[src/aal_pkg.sv]
// package of constants for the accumulator alu datapath
// Function
// - an instruction that changes the program counter or whose test is true takes two cycles, the second a no-operation.
// - an access to an indirect window whose pointer has its top bit set takes one extra cycle.
// - pointer_literal_add sign-extends a 6-bit literal and adds it to the selected 16-bit pointer without touching flags.
// - the pointer sum wraps modulo 65536 at both ends.
// - add_immediate adds the literal to the working register and updates carry, digit carry and zero.
// - add_register adds the working register to file register f, destination bit choosing working or file register.
// - add_register_with_carry adds working register, file register and carry, to the chosen destination, updating three flags.
// - and_immediate ands the working register with the literal into the working register, touching only zero.
// - and_register ands the working register with the file register into the chosen destination, touching only zero.
// - arithmetic_shift_right shifts f right keeping bit 7, bit 0 goes to carry, only carry and zero change.
// - opcode 11 1110 kkkkkkkk is add_immediate, done in one cycle.
// - opcode 11 0001 0 n kkkkkk is pointer_literal_add, done in one cycle.
// - opcode 11 1001 kkkkkkkk is and_immediate, touching only zero.
package aal_pkg;
  localparam logic [13:0] aal_add_imm_val   = 14'h3E00;
  localparam logic [13:0] aal_and_imm_val   = 14'h3900;
  localparam logic [13:0] aal_ptr_add_val   = 14'h3100;
  localparam logic [13:0] aal_ptr_add_mask  = 14'h3F80;
  localparam logic [13:0] aal_lit_mask      = 14'h3F00;
  localparam logic [13:0] aal_add_reg_val   = 14'h0700;
  localparam logic [13:0] aal_addc_reg_val  = 14'h3D00;
  localparam logic [13:0] aal_and_reg_val   = 14'h0500;
  localparam logic [13:0] aal_asr_val       = 14'h3700;
  localparam logic [13:0] aal_reg_mask      = 14'h3F00;
  localparam int          aal_dest_bit      = 7;
  localparam int          aal_ptr_idx_bit   = 6;
  localparam int          aal_ptr_msb       = 15;
  localparam logic [7:0]  aal_w_reset       = 8'h00;
  localparam logic [15:0] aal_ptr_reset     = 16'h0000;
  localparam logic [1:0]  aal_extra_none    = 2'h0;
  localparam int          aal_ptr_count     = 2;
  localparam logic        aal_flag_reset    = 1'h0;
  localparam logic [6:0]  aal_addr_reset    = 7'h00;
  localparam logic [7:0]  aal_wdata_reset   = 8'h00;
  typedef enum logic [2:0] {
    aal_op_none, aal_op_add_imm, aal_op_and_imm, aal_op_ptr_add,
    aal_op_add_reg, aal_op_addc_reg, aal_op_and_reg, aal_op_asr
  } aal_op_type;
endpackage

[src/aal_flags.sv]
// flag and result generator for the accumulator alu
module aal_flags import aal_pkg::*; (
  // operands
  input  wire logic [7:0] a,
  input  wire logic [7:0] b,
  input  wire logic       cin,
  input  aal_op_type      op,
  // result
  output logic [7:0]      result,
  output logic            carry,
  output logic            digit_carry,
  output logic            zero,
  output logic            carry_we,
  output logic            digit_carry_we,
  output logic            zero_we
);
  logic [4:0] low_sum;
  logic [8:0] full_sum;
  logic       use_cin;

  always_comb begin
    use_cin  = (op == aal_op_addc_reg);
    low_sum  = {1'b0, a[3:0]} + {1'b0, b[3:0]} + {4'h0, use_cin & cin};
    full_sum = {1'b0, a} + {1'b0, b} + {8'h00, use_cin & cin};
    result         = 8'h00;
    carry          = 1'b0;
    digit_carry    = 1'b0;
    carry_we       = 1'b0;
    digit_carry_we = 1'b0;
    zero_we        = 1'b0;
    unique case (op)
      aal_op_add_imm, aal_op_add_reg, aal_op_addc_reg: begin
        result         = full_sum[7:0];
        carry          = full_sum[8];
        digit_carry    = low_sum[4];
        carry_we       = 1'b1;
        digit_carry_we = 1'b1;
        zero_we        = 1'b1;
      end
      aal_op_and_imm, aal_op_and_reg: begin
        result  = a & b;
        zero_we = 1'b1;
      end
      aal_op_asr: begin
        result   = {b[7], b[7:1]};
        carry    = b[0];
        carry_we = 1'b1;
        zero_we  = 1'b1;
      end
      aal_op_none, aal_op_ptr_add: begin
        result = 8'h00;
      end
    endcase
    zero = (result == 8'h00);
  end
endmodule

[src/aal_core.sv]
// execution datapath for the accumulator instruction subset
module aal_core import aal_pkg::*; (
  // clock and reset
  input  wire logic        clk,
  input  wire logic        reset,
  // instruction issue
  input  wire logic        instr_valid,
  input  wire logic [13:0] instr,
  input  wire logic        pc_modified,
  input  wire logic        cond_true,
  input  wire logic        indirect_access,
  input  wire logic        indirect_sel,
  // file register port
  input  wire logic [7:0]  file_rdata,
  output logic [6:0]       file_addr,
  output logic [7:0]       file_wdata,
  output logic             file_we,
  // state
  output logic [7:0]       w_out,
  output logic             carry_flag,
  output logic             digit_carry_flag,
  output logic             zero_flag,
  output logic [15:0]      indirect_pointer_0,
  output logic [15:0]      indirect_pointer_1,
  output logic             busy
);
  // ********************************************
  // decode
  // ********************************************
  // literal forms are tested first, then pointer add, then the register forms
  function automatic aal_op_type decode(input logic [13:0] ins);
    aal_op_type o;
    o = aal_op_none;
    if ((ins & aal_lit_mask) == aal_add_imm_val) o = aal_op_add_imm;
    else if ((ins & aal_lit_mask) == aal_and_imm_val) o = aal_op_and_imm;
    else if ((ins & aal_ptr_add_mask) == aal_ptr_add_val) o = aal_op_ptr_add;
    else if ((ins & aal_reg_mask) == aal_add_reg_val) o = aal_op_add_reg;
    else if ((ins & aal_reg_mask) == aal_addc_reg_val) o = aal_op_addc_reg;
    else if ((ins & aal_reg_mask) == aal_and_reg_val) o = aal_op_and_reg;
    else if ((ins & aal_reg_mask) == aal_asr_val) o = aal_op_asr;
    return o;
  endfunction

  // register-operand instructions share the destination bit and read the file port
  function automatic logic is_reg_op(input aal_op_type o);
    return (o == aal_op_add_reg) || (o == aal_op_addc_reg) || (o == aal_op_and_reg) || (o == aal_op_asr);
  endfunction

  // literal instructions take operand b from the instruction and always land in w
  function automatic logic is_imm_op(input aal_op_type o);
    return (o == aal_op_add_imm) || (o == aal_op_and_imm);
  endfunction

  // ********************************************
  // state and wiring
  // ********************************************
  logic [7:0]  w_reg;
  logic        c_reg;
  logic        dc_reg;
  logic        z_reg;
  logic [15:0] ptr_reg [aal_ptr_count];
  logic [1:0]  extra_reg;
  logic [1:0]  extra_next;
  logic [7:0]  addr_w_reg;
  logic [6:0]  addr_reg;
  logic        we_reg;
  aal_op_type  op;
  logic        accept;
  logic        to_file;
  logic [7:0]  alu_b;
  logic [7:0]  result;
  logic        c_new;
  logic        dc_new;
  logic        z_new;
  logic        c_we;
  logic        dc_we;
  logic        z_we;
  logic [15:0] ptr_sum;
  logic        ptr_idx;
  logic [15:0] lit_sext;
  logic        sel_ptr_msb;
  logic [1:0]  pc_extra;
  logic [1:0]  ind_extra;

  // ********************************************
  // operation
  // ********************************************
  // instruction fields sit at fixed bit positions, valid or not
  always_comb begin
    to_file  = instr[aal_dest_bit];
    ptr_idx  = instr[aal_ptr_idx_bit];
    lit_sext = {{10{instr[5]}}, instr[5:0]};
  end

  always_comb begin
    accept  = instr_valid && (extra_reg == aal_extra_none);
    op      = accept ? decode(instr) : aal_op_none;
    alu_b   = is_imm_op(op) ? instr[7:0] : file_rdata;
    // the carry out of bit 15 is dropped on purpose, which gives the wraparound at both ends
    ptr_sum = ptr_reg[ptr_idx] + lit_sext;
  end

  // ********************************************
  // alu
  // ********************************************
  aal_flags u_flags (
    .a              (w_reg),
    .b              (alu_b),
    .cin            (c_reg),
    .op             (op),
    .result         (result),
    .carry          (c_new),
    .digit_carry    (dc_new),
    .zero           (z_new),
    .carry_we       (c_we),
    .digit_carry_we (dc_we),
    .zero_we        (z_we)
  );

  // ********************************************
  // extra cycles
  // ********************************************
  // the stalled issue slot is the no-operation cycle: nothing is accepted while busy
  always_comb begin
    sel_ptr_msb = ptr_reg[indirect_sel][aal_ptr_msb];
    pc_extra    = {1'b0, pc_modified | cond_true};
    ind_extra   = {1'b0, indirect_access & sel_ptr_msb};
    extra_next  = (extra_reg == aal_extra_none) ? aal_extra_none : extra_reg - 2'h1;
    if (accept) begin
      // both causes stack, so one instruction can stall for two cycles
      extra_next = pc_extra + ind_extra;
    end
  end

  // the stall count is the only state that gates issue
  always_ff @(posedge clk) begin
    if (reset) extra_reg <= aal_extra_none;
    else extra_reg <= extra_next;
  end

  // ********************************************
  // working register
  // ********************************************
  // pointer-add and undecoded words leave w alone
  always_ff @(posedge clk) begin
    if (reset) w_reg <= aal_w_reset;
    else if (is_imm_op(op)) w_reg <= result;
    else if (is_reg_op(op) && !to_file) w_reg <= result;
  end

  // ********************************************
  // flags, pointer-add leaves them alone
  // ********************************************
  // each flag has its own write enable, so an operation touches only the flags it names
  always_ff @(posedge clk) begin
    if (reset) c_reg <= aal_flag_reset;
    else if (c_we) c_reg <= c_new;
  end

  always_ff @(posedge clk) begin
    if (reset) dc_reg <= aal_flag_reset;
    else if (dc_we) dc_reg <= dc_new;
  end

  always_ff @(posedge clk) begin
    if (reset) z_reg <= aal_flag_reset;
    else if (z_we) z_reg <= z_new;
  end

  // ********************************************
  // indirect pointers
  // ********************************************
  // one 16-bit register per pointer; only the indexed register takes the sum
  genvar gi;
  generate
    for (gi = 0; gi < aal_ptr_count; gi++) begin : g_ptr
      localparam logic this_idx = 1'(gi);
      always_ff @(posedge clk) begin
        if (reset) ptr_reg[gi] <= aal_ptr_reset;
        else if ((op == aal_op_ptr_add) && (ptr_idx == this_idx)) ptr_reg[gi] <= ptr_sum;
      end
    end
  endgenerate

  // ********************************************
  // file register write-back
  // ********************************************
  // write-back is one cycle late so that file_wdata comes straight from a flip-flop
  // the address and data are latched every cycle; they only matter while we_reg is high
  always_ff @(posedge clk) begin
    if (reset) we_reg <= 1'b0;
    else we_reg <= is_reg_op(op) && to_file;
  end

  always_ff @(posedge clk) begin
    if (reset) addr_reg <= aal_addr_reset;
    else addr_reg <= instr[6:0];
  end

  always_ff @(posedge clk) begin
    if (reset) addr_w_reg <= aal_wdata_reset;
    else addr_w_reg <= result;
  end

  // read address is the instruction field combinationally, write uses the latched one
  // limitation: a register instruction issued in the write-back cycle reads the written address
  always_comb begin
    file_addr = we_reg ? addr_reg : instr[6:0];
  end

  // ********************************************
  // outputs
  // ********************************************
  assign file_wdata         = addr_w_reg;
  assign file_we            = we_reg;
  assign w_out              = w_reg;
  assign carry_flag         = c_reg;
  assign digit_carry_flag   = dc_reg;
  assign zero_flag          = z_reg;
  assign indirect_pointer_0 = ptr_reg[0];
  assign indirect_pointer_1 = ptr_reg[1];
  // busy decodes only the stall count flip-flops, never the incoming instruction
  assign busy               = (extra_reg != aal_extra_none);
endmodule

[config.mk]
export PLATFORM = sky130hd
export DESIGN_NAME = aal_core
export DESIGN_NICKNAME = d
export VERILOG_FILES = /design/src/aal_pkg.sv /design/src/aal_flags.sv /design/src/aal_core.sv
export SDC_FILE = /design/constraint.sdc
export NUM_CORES = 1
export LEC_CHECK = 0
export BUFFER_PORTS_ARGS = -buffer_cell sky130_fd_sc_hd__buf_2
export CAP_MARGIN = 20
export CORE_UTILIZATION = 35
export CTS_BUF_LIST = sky130_fd_sc_hd__clkbuf_8 sky130_fd_sc_hd__clkbuf_16
export DETAILED_ROUTE_END_ITERATION = 12
export GPL_TIMING_DRIVEN = 0
export MAX_ROUTING_LAYER = met4
export REMOVE_ABC_BUFFERS = 1
export SLEW_MARGIN = 20
export SYNTH_ARGS = -nofsm -noshare
export SYNTH_HDL_FRONTEND = slang
export SYNTH_SLANG_ARGS = --single-unit
export TNS_END_PERCENT = 10
[constraint.sdc]
create_clock -name clk -period 8.3 [get_ports clk]
set_input_delay 0.415 -clock clk [delete_from_list [all_inputs] [get_ports clk]]
set_output_delay 0.415 -clock clk [all_outputs]
set_load 0.1 [all_outputs]
# After elaboration in Yosys (flattened, before gate mapping)
# Memories as Yosys holds them, arrays and structs flattened.
# Cells that the tools add are included.
dict set report word_totals {
  regBits 29
  mem_bits_rw 32
  input_bits 29
  out_inout_bits 60
  word_cells 87
  mem_count 1
}
dict set report classes {
  addsub 7
  n_eq_ne 14
  n_mux 30
  bitwise 7
  n_reduce_logical 20
}
# memory words word_bits rd rd_clocked_by_memory_dff wr line_no
set mem_list {}
lappend mem_list {ptr_reg 2 16 4 0 2 aal_core.sv:61} ;# logic [15:0] ptr_reg [aal_ptr_count];
# cell n
set ops {}
lappend ops {{$mux 16} 2}
lappend ops {{$pmux 8 s4} 1}
lappend ops {{$eq 6x6->1 const B} 4}
lappend ops {{$mux 3} 8}
lappend ops {{$mux 8} 3}
lappend ops {{$add 16x16->16} 1}
lappend ops {{$eq 3x3->1 const B} 4}
lappend ops {{$eq 6x3->1 const B} 2}
lappend ops {{$mux 1} 12}
lappend ops {{$add 8x8->9} 1}
lappend ops {{$add 9x1->9} 1}
lappend ops {{$and 8x8->8} 1}
lappend ops {{$logic_not 8->1} 1}
lappend ops {{$eq 7x7->1 const B} 1}
lappend ops {{$mux 7} 1}
lappend ops {{$eq 3x2->1 const B} 2}
lappend ops {{$reduce_or 6->1} 1}
lappend ops {{$add 4x4->5} 1}
lappend ops {{$add 5x1->5} 1}
lappend ops {{$logic_and 1x1->1} 5}
lappend ops {{$logic_or 1x1->1} 4}
lappend ops {{$mux 2} 2}
lappend ops {{$reduce_bool 2->1} 2}
lappend ops {{$reduce_or 2->1} 2}
lappend ops {{12 further kinds} 15}

# Longest topological paths before layout
# Gate-level depths: netlist (run 1).
dict set report logic_depth {
  word_depth 17
  depth_mapped 16
  mapped_depth_nobuf 15
}

# By module
# From an unflattened synthesis (run 1), not the netlist that was laid out.
dict set report unflattened {
  cells_unflattened 418
  hier_area_um2 4140.2
}
# module n_inst cells_per_inst area_each_um2 seq_area_each_um2
set by_module_without_submodules {}
lappend by_module_without_submodules {aal_core 1 316 3403.3 1541.5}
lappend by_module_without_submodules {aal_flags 1 102 737.0 0.0}

# Least setup slack after synthesis (run 1)
# OpenSTA, ideal clock, no wires.
dict set report synth_timing {
  path_kind {input -> register}
  from {in instr[9]}
  to {reg z_reg (netlist: zero_flag)}
  setup_ps 87
  arrival_time_ps 4061
  required_ps 8213
  slack_ps 4152
  path_stages 16
  n_path_buf 1
  path_cell_list {buf_2 > or4_4 > o22a_4 > o21ai_0 > a21oi_1 > o21ai_2 > mux2i_1 > fa_1 > fa_1 > nor2b_1 > o31ai_1 > a21oi_1 > xnor2_1 > o21ai_1 > or4_1 > o31ai_1}
}
dict set report synth_via {
  elab_chain_cells 16
  word_cells_on_any_way 36
  classes_between {add/sub: 2; eq/ne: 14; mux: 11; bitwise: 2; reduce/logical: 7}
}
# element line_no
set synth_rtl {}
lappend synth_rtl {{start: declaration} aal_core.sv:8} ;# input wire logic [13:0] instr,
lappend synth_rtl {{$eq 6x6->1} aal_core.sv:40} ;# else if ((ins & aal_reg_mask) == aal_asr_val) o = aal_op_asr;
lappend synth_rtl {{$mux 3} aal_core.sv:40}
lappend synth_rtl {{$mux 3} aal_core.sv:39} ;# else if ((ins & aal_reg_mask) == aal_and_reg_val) o = aal_op_and_reg;
lappend synth_rtl {{$mux 3} aal_core.sv:38} ;# else if ((ins & aal_reg_mask) == aal_addc_reg_val) o = aal_op_addc_reg;
lappend synth_rtl {{$mux 3} aal_core.sv:37} ;# else if ((ins & aal_reg_mask) == aal_add_reg_val) o = aal_op_add_reg;
lappend synth_rtl {{$mux 3} aal_core.sv:36} ;# else if ((ins & aal_ptr_add_mask) == aal_ptr_add_val) o = aal_op_ptr_add;
lappend synth_rtl {{$mux 3} aal_core.sv:35} ;# else if ((ins & aal_lit_mask) == aal_and_imm_val) o = aal_op_and_imm;
lappend synth_rtl {{$mux 3 *} aal_core.sv:34} ;# if ((ins & aal_lit_mask) == aal_add_imm_val) o = aal_op_add_imm;
lappend synth_rtl {{$mux 3 *} aal_core.sv:97} ;# op = accept ? decode(instr) : aal_op_none;
lappend synth_rtl {{$eq 3x1->1 / $eq 3x2->1 (equally long branches)} {aal_flags.sv:31, aal_core.sv:51}}
lappend synth_rtl {{$logic_or 1x1->1} aal_core.sv:51} ;# return (o == aal_op_add_imm) || (o == aal_op_and_imm);
lappend synth_rtl {{$mux 8} aal_core.sv:98} ;# alu_b = is_imm_op(op) ? instr[7:0] : file_rdata;
lappend synth_rtl {{$add 8x8->9} aal_flags.sv:24} ;# full_sum = {1'b0, a} + {1'b0, b} + {8'h00, use_cin & cin};
lappend synth_rtl {{$add 9x1->9} aal_flags.sv:24}
lappend synth_rtl {{$pmux 8 s4} aal_flags.sv:31} ;# unique case (op)
lappend synth_rtl {{$logic_not 8->1} aal_flags.sv:54} ;# zero = (result == 8'h00);
lappend synth_rtl {{end signal: assignment} aal_core.sv:166} ;# if (reset) z_reg <= aal_flag_reset;
lappend synth_rtl {{end signal: assignment} aal_core.sv:167} ;# else if (z_we) z_reg <= z_new;
lappend synth_rtl {{end: declaration} aal_core.sv:60} ;# logic z_reg;
# Mark *: on every way between the ends. The rest lies on a longest branch, timed or not.
# A chain may end at the register's enable or synchronous reset.

# Final worst setup path (run 1)
dict set report layout_timing {
  from {in instr[10]}
  to {reg z_reg (netlist: zero_flag)}
}
# The elaborated chain is that of the path after synthesis.

==> out/results.txt, run 1 <==
The run gives 0.388 as the share of synthesized area occupied by flip-flops and latches. The die outline width was 109 um. In this run, distinct cell masters in the synthesized netlist total 69. TritonCTS built the clock tree. The number of vias per cell works out to 5.27.

The achievable clock frequency was 232 MHz; the initial antenna violation count was 0. The count of flip-flops with a built-in enable after synthesis works out to 32. The worst clock skew is 0.00531 ns.

The number of nets in the final layout was 543. The worst setup path is launched from an input pin. During synthesis, Yosys emitted a total of 0 warnings. At the worst endpoint, the required time is 8.55 ns.

The fraction of the mapped netlist area in adder cells works out to 0.0907. The library cells used most frequently in the layout, excluding fill and tap cells, are 88 x sky130_fd_sc_hd__buf_2, 57 x sky130_fd_sc_hd__nor2_1, 32 x sky130_fd_sc_hd__edfxtp_1, 29 x sky130_fd_sc_hd__dfxtp_1, 26 x sky130_fd_sc_hd__mux2_2. The post-route fraction of the period consumed by the critical path works out to 0.520. The first global-routing pass estimated 15800 um of wire. The clock latency on the worst-skew pair was 0.33 ns.

The most common library cell in the layout ignoring fill and taps is sky130_fd_sc_hd__buf_2. No sink is reached through more buffers than the 2 on the longest clock path. At the end of routability-driven placement, the weighted congestion stood at 0.873.

Dividing total power by cell area gives a power density of 179 nW/um2. The overall track demand over capacity in global routing is 0.185, and the detailed placement HPWL is 7330 um. The number of hold violations in the final report came out at 0. The XOR/XNOR share of the synthesized area works out to 0.0485.

The number of buffers added for setup after CTS is 0. The maximum resistive drop on vdd came out at 92.9 uV. After filler insertion, the fill cell instance count of the layout stands at 1082.

Setup repair after global routing left no endpoint under its margin. The core region is 10900 um2. After synthesis, the largest family of logic cells by area is simple AND/OR/NAND/NOR gates.

In this run, the number of DRC markers left after iteration 0 of detailed routing was 176. In this run the worst path has a maximum fanout of 10. At the pin with the least slew margin, the transition time is 0.922 ns. The flow ran to the end, and the final reports show no timing, DRC or antenna violations. Starting density of the core: 0.363. The flip-flop and latch count after synthesis works out to 61. Dividing the detail-routed wire length by the instance count gives 15.9 um. The portion of netlist area occupied by mux cells works out to 0.0939. The clock tree synthesis step divided the H-tree into 3 levels. The core occupancy in the finished layout was 0.437; the async set-reset flop share out of synthesis was 0.

The height of the chip works out to 109 um. The relative slew slack was 0.380. For flop-to-flop paths, the worst setup slack is 4.29 ns.

The cell area that synthesis handed to floorplanning was 3970 um2. The logs give 10000 um for the total detailed-routing wirelength and 9 for the clock buffer count from CTS. The tools report the critical path arrival as 4.57 ns. The max-capacitance violation count was 0. Clock-pin slew was measured on the worst setup and hold paths at 0.05 ns. The number of hold buffers added after CTS was 0. The total die area came out at 11800 um2.

The logs give 0 ns for the final-layout setup total negative slack and 0 for the number of routed nets with antenna violations. Clock tree synthesis found a total of 61 sinks. Relative to the synthesized area, the layout overhead comes to 20.4%. The first TritonRoute pass finished after 4 iterations.

Entering global routing, the biggest net connects 35 pins. Global routing finished with a remaining overflow of 0. Averaged over all synthesized cells, the footprint is 9.85 um2. The run gives 3161 as the via count of the first global-routing pass.

Count of unresolved DRC violations after routing: 0. Synthesis handed over a netlist of 403 instances. Share of the synthesized area in compound gates (AO/OA/AOI/OAI): 0.173. The final number of max-transition violations was 0; the number of cells upsized or downsized after cts was 0.

STA classifies the critical path endpoint as a flop. Setup violations remaining at the end of the flow were counted as 0. The simple-gate area share of the yosys netlist was 0.176; the number of cells traversed by the worst register-to-register path was 12.

Number of standard-cell rows in the floorplan: 38. For this design the static power due to leakage is 2.07 nW. The shortest clock period the worst path allows after layout is 4.32 ns. The cell sitting at the root of the clock tree is a sky130_fd_sc_hd__clkbuf_16.

Class of the tightest hold or removal check: input pin to flop. Most frequently used flop master after synthesis: sky130_fd_sc_hd__edfxtp_1. The tools report the count of pins on the block boundary as 89. Counting instances, the worst hold path has a depth of 2.

The run gives 3328 as the total number of vias. Count of input and output buffers: 88. Type of the worst setup path: input pin to flop.

The register with the most flip-flops in the layout has 32 of them. The fraction of layout instances using a drive strength above 1 is 0.289, and the antenna diode count is 0.
cell usage after synthesis, types with 4 or more instances:
cell type	instances	area [um2]
sky130_fd_sc_hd__a211oi_1	4	30.0
sky130_fd_sc_hd__a21o_1	6	45.0
sky130_fd_sc_hd__a21oi_1	19	95.1
sky130_fd_sc_hd__clkbuf_1	13	48.8
sky130_fd_sc_hd__dfxtp_1	29	581
sky130_fd_sc_hd__edfxtp_1	32	961
sky130_fd_sc_hd__ha_1	24	300
sky130_fd_sc_hd__inv_1	12	45.0
sky130_fd_sc_hd__mux2_2	26	293
sky130_fd_sc_hd__mux2i_1	8	80.1
sky130_fd_sc_hd__nand2_1	13	48.8
sky130_fd_sc_hd__nand2b_1	5	31.3
sky130_fd_sc_hd__nand3_1	6	30.0
sky130_fd_sc_hd__nor2_1	57	214
sky130_fd_sc_hd__nor2b_1	16	100
sky130_fd_sc_hd__nor3_1	12	60.1
sky130_fd_sc_hd__o21a_1	7	52.6
sky130_fd_sc_hd__o21ai_0	13	65.1
sky130_fd_sc_hd__or3_1	4	25.0
sky130_fd_sc_hd__xnor2_1	10	87.6
sky130_fd_sc_hd__xor2_1	12	105
critical path, stage by stage:
cell and delay (ns):
sky130_fd_sc_hd__buf_2 0.14, sky130_fd_sc_hd__or4_4 0.56, sky130_fd_sc_hd__o22a_4 0.23, sky130_fd_sc_hd__o21ai_0 0.08, sky130_fd_sc_hd__a21oi_1 0.10, sky130_fd_sc_hd__o21ai_2 0.46
sky130_fd_sc_hd__mux2i_1 0.24, sky130_fd_sc_hd__fa_1 0.48, sky130_fd_sc_hd__fa_1 0.43, sky130_fd_sc_hd__nor2b_1 0.17, sky130_fd_sc_hd__o31ai_1 0.11, sky130_fd_sc_hd__a21oi_1 0.18
sky130_fd_sc_hd__xnor2_1 0.14, sky130_fd_sc_hd__o21ai_1 0.11, sky130_fd_sc_hd__or4_1 0.52, sky130_fd_sc_hd__o31ai_1 0.18
cells by family after synthesis:
logic type               after synthesis
buffers and inverters                 28
AND/OR/NAND/NOR                      139
flip-flops                            61
AO/OA/AOI/OAI                         92
XOR/XNOR                              22
multiplexers                          34
adder cells (fa/ha/maj)               27
per-layer routing:
| layer | share of wire | up-vias | global-route usage | wire length (um) |
|---|---|---|---|---|
| met1 | 0.47 | 1578 | 0.236 | 4740 |
| met4 | 0.019 | 0 | 0.0743 | 186 |
| met3 | 0.047 | 12 | 0.0350 | 471 |
| li1 | - | 1653 | - | - |
| met5 | 0 | - | - | 0 |
| met2 | 0.46 | 85 | 0.289 | 4650 |
power by group:
part / internal, mW / leakage, nW / switching, mW
logic: 0.0576 / 1.37 / 0.146
registers: 0.327 / 0.567 / 0.00506
clock network: 0.194 / 0.130 / 0.125
stage by stage:
| step | cells | hold WS [ns] | setup slack [ns] | area, um2 | total power, mW |
|---|---|---|---|---|---|
| 6_report | 631 | 0.347 | 3.98 | 4780 | 0.854 |
| 5_1_grt | 631 | 0.355 | 3.60 | 4780 | 0.885 |
| 4_1_cts | 631 | 0.342 | 3.99 | 4780 | 0.861 |
| 3_5_place_dp | 616 | 0.484 | 3.65 | 4530 | 0.541 |
| 3_3_place_gp | 615 | 0.472 | 3.68 | 4520 | 0.537 |
| 2_1_floorplan | 387 | 0.473 | 4.25 | 3900 | 0.494 |
path summary, 6_finish.rpt:
path                                               from                      to
worst min-delay path                           instr[0]  addr_reg[0]$_SDFF_PP0_
worst max-delay path                          instr[10]  zero_flag$_SDFFE_PP0P_
worst max register to register  extra_reg[1]$_SDFF_PP0_  zero_flag$_SDFFE_PP0P_
worst min register to register    w_out[3]$_SDFFE_PP0P_   w_out[3]$_SDFFE_PP0P_
layout make-up:
type / instances / area [um2] / share of cell area
clock inverter: 6 / 23.8 / 0.00497
inverter: 12 / 45.0 / 0.00942
clock buffer: 9 / 225 / 0.0471
tap: 140 / 175 / 0.0366
multi-input combinational: 314 / 2320 / 0.485
timing repair buffer: 89 / 452 / 0.0945
sequential: 61 / 1540 / 0.322
Note: power is estimated with default switching activity, not from simulation.
==> inputs of run 2 (changes only) <==
- clock period: 8.3 -> 4 ns (I/O delays scaled with it)
==> run 2 against run 1 <==
Compared with the run above:
- sequential cell count is the same
- critical endpoint unchanged
- via count increased by 0.69%
- routed wire length is 0.78% higher
- non-clock buffer count grew 3
- utilization grew 0.46 points
- die area did not move
- clock skew hardly changed
- count of clock-buffer cells in the layout unchanged
- first-iteration DRC count shrank 5.7%
- final area increased by 1.0%
- clock power grew 110%
==> out/results.txt, run 2 (same netlist as run 1, synthesis figures left out) <==
Fill cells in the final layout number 1078. The tools report the H-tree depth as 3. The leakage power summed over all cells was 2.08 nW. The type of the worst setup path was input pin to flop.

The number of antenna diodes in the final layout is 0. In the routed layout, each cell is associated on average with a via count of 5.29. The run gives 0.291 ns as the post-route worst setup slack. The count of input and output buffers works out to 88. After routing, the total negative slack on setup checks comes to 0 ns. After detailed routing, the wire length on met1 is 4680 um.

The clock buffer count from CTS was 9; the height of the chip was 109 um. For the starting density of the core, the log shows 0.363. The logs give 0 for the number of hold violations in the final report and 0.442 for the core occupancy in the finished layout. The clock drives 61 sinks. The slowest stage of the critical path is the sky130_fd_sc_hd__or4_4 cell. For the pin with the worst max-slew slack, the measured transition is 0.934 ns.

Final hold analysis gives a worst-case slack of 0.141 ns. Max-capacitance violation count: 0. Once placement finished, the instance area stood at 4530 um2. The run gives 1.78 mW as the power consumption. Worst slack after detailed placement: -0.437 ns. The die covers 11800 um2.

The kind of start point of the critical path is an input pin. The number of routed nets with antenna violations was 0. The count of pins on the block boundary is 89.

The via count of the first global-routing pass came out at 3161. The tools report the required time of the critical path as 4.25 ns. For this run the aggregate overflow at the end of global routing stands at 0.

The logs give 0.185 for the overall track demand over capacity in global routing and 35 for the maximum number of pins on one net before global-route repair. The final number of max-transition violations was 0. Across all register-to-register paths, the minimum setup slack is 0.43 ns.

The tools report the total number of vias as 3351. Relative to the synthesized area, the layout overhead comes to 21.6%. The run finished with clean final reports.

In the layout the commonest cells are 88 x sky130_fd_sc_hd__buf_2, 57 x sky130_fd_sc_hd__nor2_1, 32 x sky130_fd_sc_hd__edfxtp_1, 29 x sky130_fd_sc_hd__dfxtp_1, 26 x sky130_fd_sc_hd__mux2_2. TritonCTS built the clock tree. After routing the design area is 4830 um2.

Once detailed placement completed, the half-perimeter wirelength came to 7330 um. Setup violations remaining at the end of the flow were counted as 0. Power spread over the standard cell area amounts to 368 nW/um2. Capturing element type of the critical path: a flop.

Leaving out fill and tap cells, the most frequent cell in the layout is sky130_fd_sc_hd__buf_2. In this run the horizontal extent of the chip is 109 um. The logs give 0.33 ns for the clock latency on the worst-skew pair and 10900 um2 for the standard cell core area. On the final layout, the worst clock skew is 0.00527 ns.

The post-route fraction of the period consumed by the critical path is 0.927, and the achievable clock frequency is 270 MHz. The floorplan has 38 rows. STA puts the critical path data arrival time at 3.96 ns.

In this design, the stage delay of the slowest critical-path cell is 0.56 ns. The critical path goes through buf_2 > or4_4 > o22a_4 > o21ai_0 > a21oi_2 > o21ai_4 > mux2i_2 > fa_2 > fa_1 > nor2b_1 > o31ai_2 > a21oi_1 > xnor2_1 > o21ai_1 > or4_1 > o31ai_1. The highest layer used for signal routing was met4. The count of unresolved DRC violations after routing came out at 0. The first global-routing pass estimated 15800 um of wire.

The net count of the finished layout is 546. Counting I/O delays and the setup requirement, the final critical path takes 3.71 ns. The total met3 wirelength after detailed routing is 550 um, and the deepest clock path buffer count is 2.

The average wire length per cell after detail routing works out to 16.0 um. The tools report the clock root buffer as sky130_fd_sc_hd__clkbuf_16. The number of buffers and inverters on the critical path is 1, and the fraction of layout instances using a drive strength above 1 is 0.304.

The initial antenna violation count is 0. At the end of routability-driven placement, the weighted congestion stood at 0.873. The register with the most flip-flops in the layout has 32 of them. Along the worst path, the maximum fanout reaches 7. The length of routed met2 wiring is 4720 um. The final layout contains routed wiring with a total length of 10100 um. In this design, the largest share of critical-path delay is due to simple AND/OR/NAND/NOR gates. Counting tap cells, the placed design contains a total of 616 instances.

The first routing iteration left 166 violations. VDD sags by at most 192 uV. The class of the tightest hold or removal check was input pin to flop.

The clock-pin slew of the registers on the worst-case setup and hold paths came out at 0.05 ns. The run gives 0.372 as the relative slew slack. Setup repair after global routing left no endpoint under its margin. For this run, the number of standard cells in the final layout without fillers is 634.

The first detailed-routing pass took 4 iterations.
-- run 2: power breakdown --
part           switching (mW)  total (mW)  internal, mW  leakage (nW)
sequential             0.0105       0.689         0.678         0.567
combinational           0.305       0.427         0.122          1.38
clock                   0.259       0.661         0.402         0.130
total                   0.575        1.78          1.20          2.08
-- run 2: path summary, 6_finish.rpt --
check        cells after the start               startpoint                     end
max                             16                instr[10]  zero_flag$_SDFFE_PP0P_
min                              2                 instr[0]  addr_reg[0]$_SDFF_PP0_
max reg2reg                     12  extra_reg[1]$_SDFF_PP0_  zero_flag$_SDFFE_PP0P_
min reg2reg                      2    w_out[3]$_SDFFE_PP0P_   w_out[3]$_SDFFE_PP0P_
-- run 2: final cells by class --
type                            instances  area, um2  share of cell area
Timing Repair Buffer                   92        474              0.0982
Clock inverter                          6       23.8             0.00492
Tap cell                              140        175              0.0363
Clock buffer                            9        225              0.0466
Inverter                               12       45.0             0.00932
Sequential cell                        61       1540               0.319
Multi-Input combinational cell        314       2350               0.486
-- run 2: layer usage --
metal | vias up | GRT usage
met1 | 1594 | 0.236
met2 | 90 | 0.289
li1 | 1657 | -
met3 | 10 | 0.0350
met5 | - | -
met4 | 0 | 0.0743
-- run 2: what timing repair did --
item / 4_1_cts / 5_1_grt
endpoints found under the setup margin: 1 / 2
resized for setup: 2 / 4
setup buffers: 0 / 3
hold buffers: 0 / 0
pin swaps: 0 / 1
gates cloned: 0 / 0
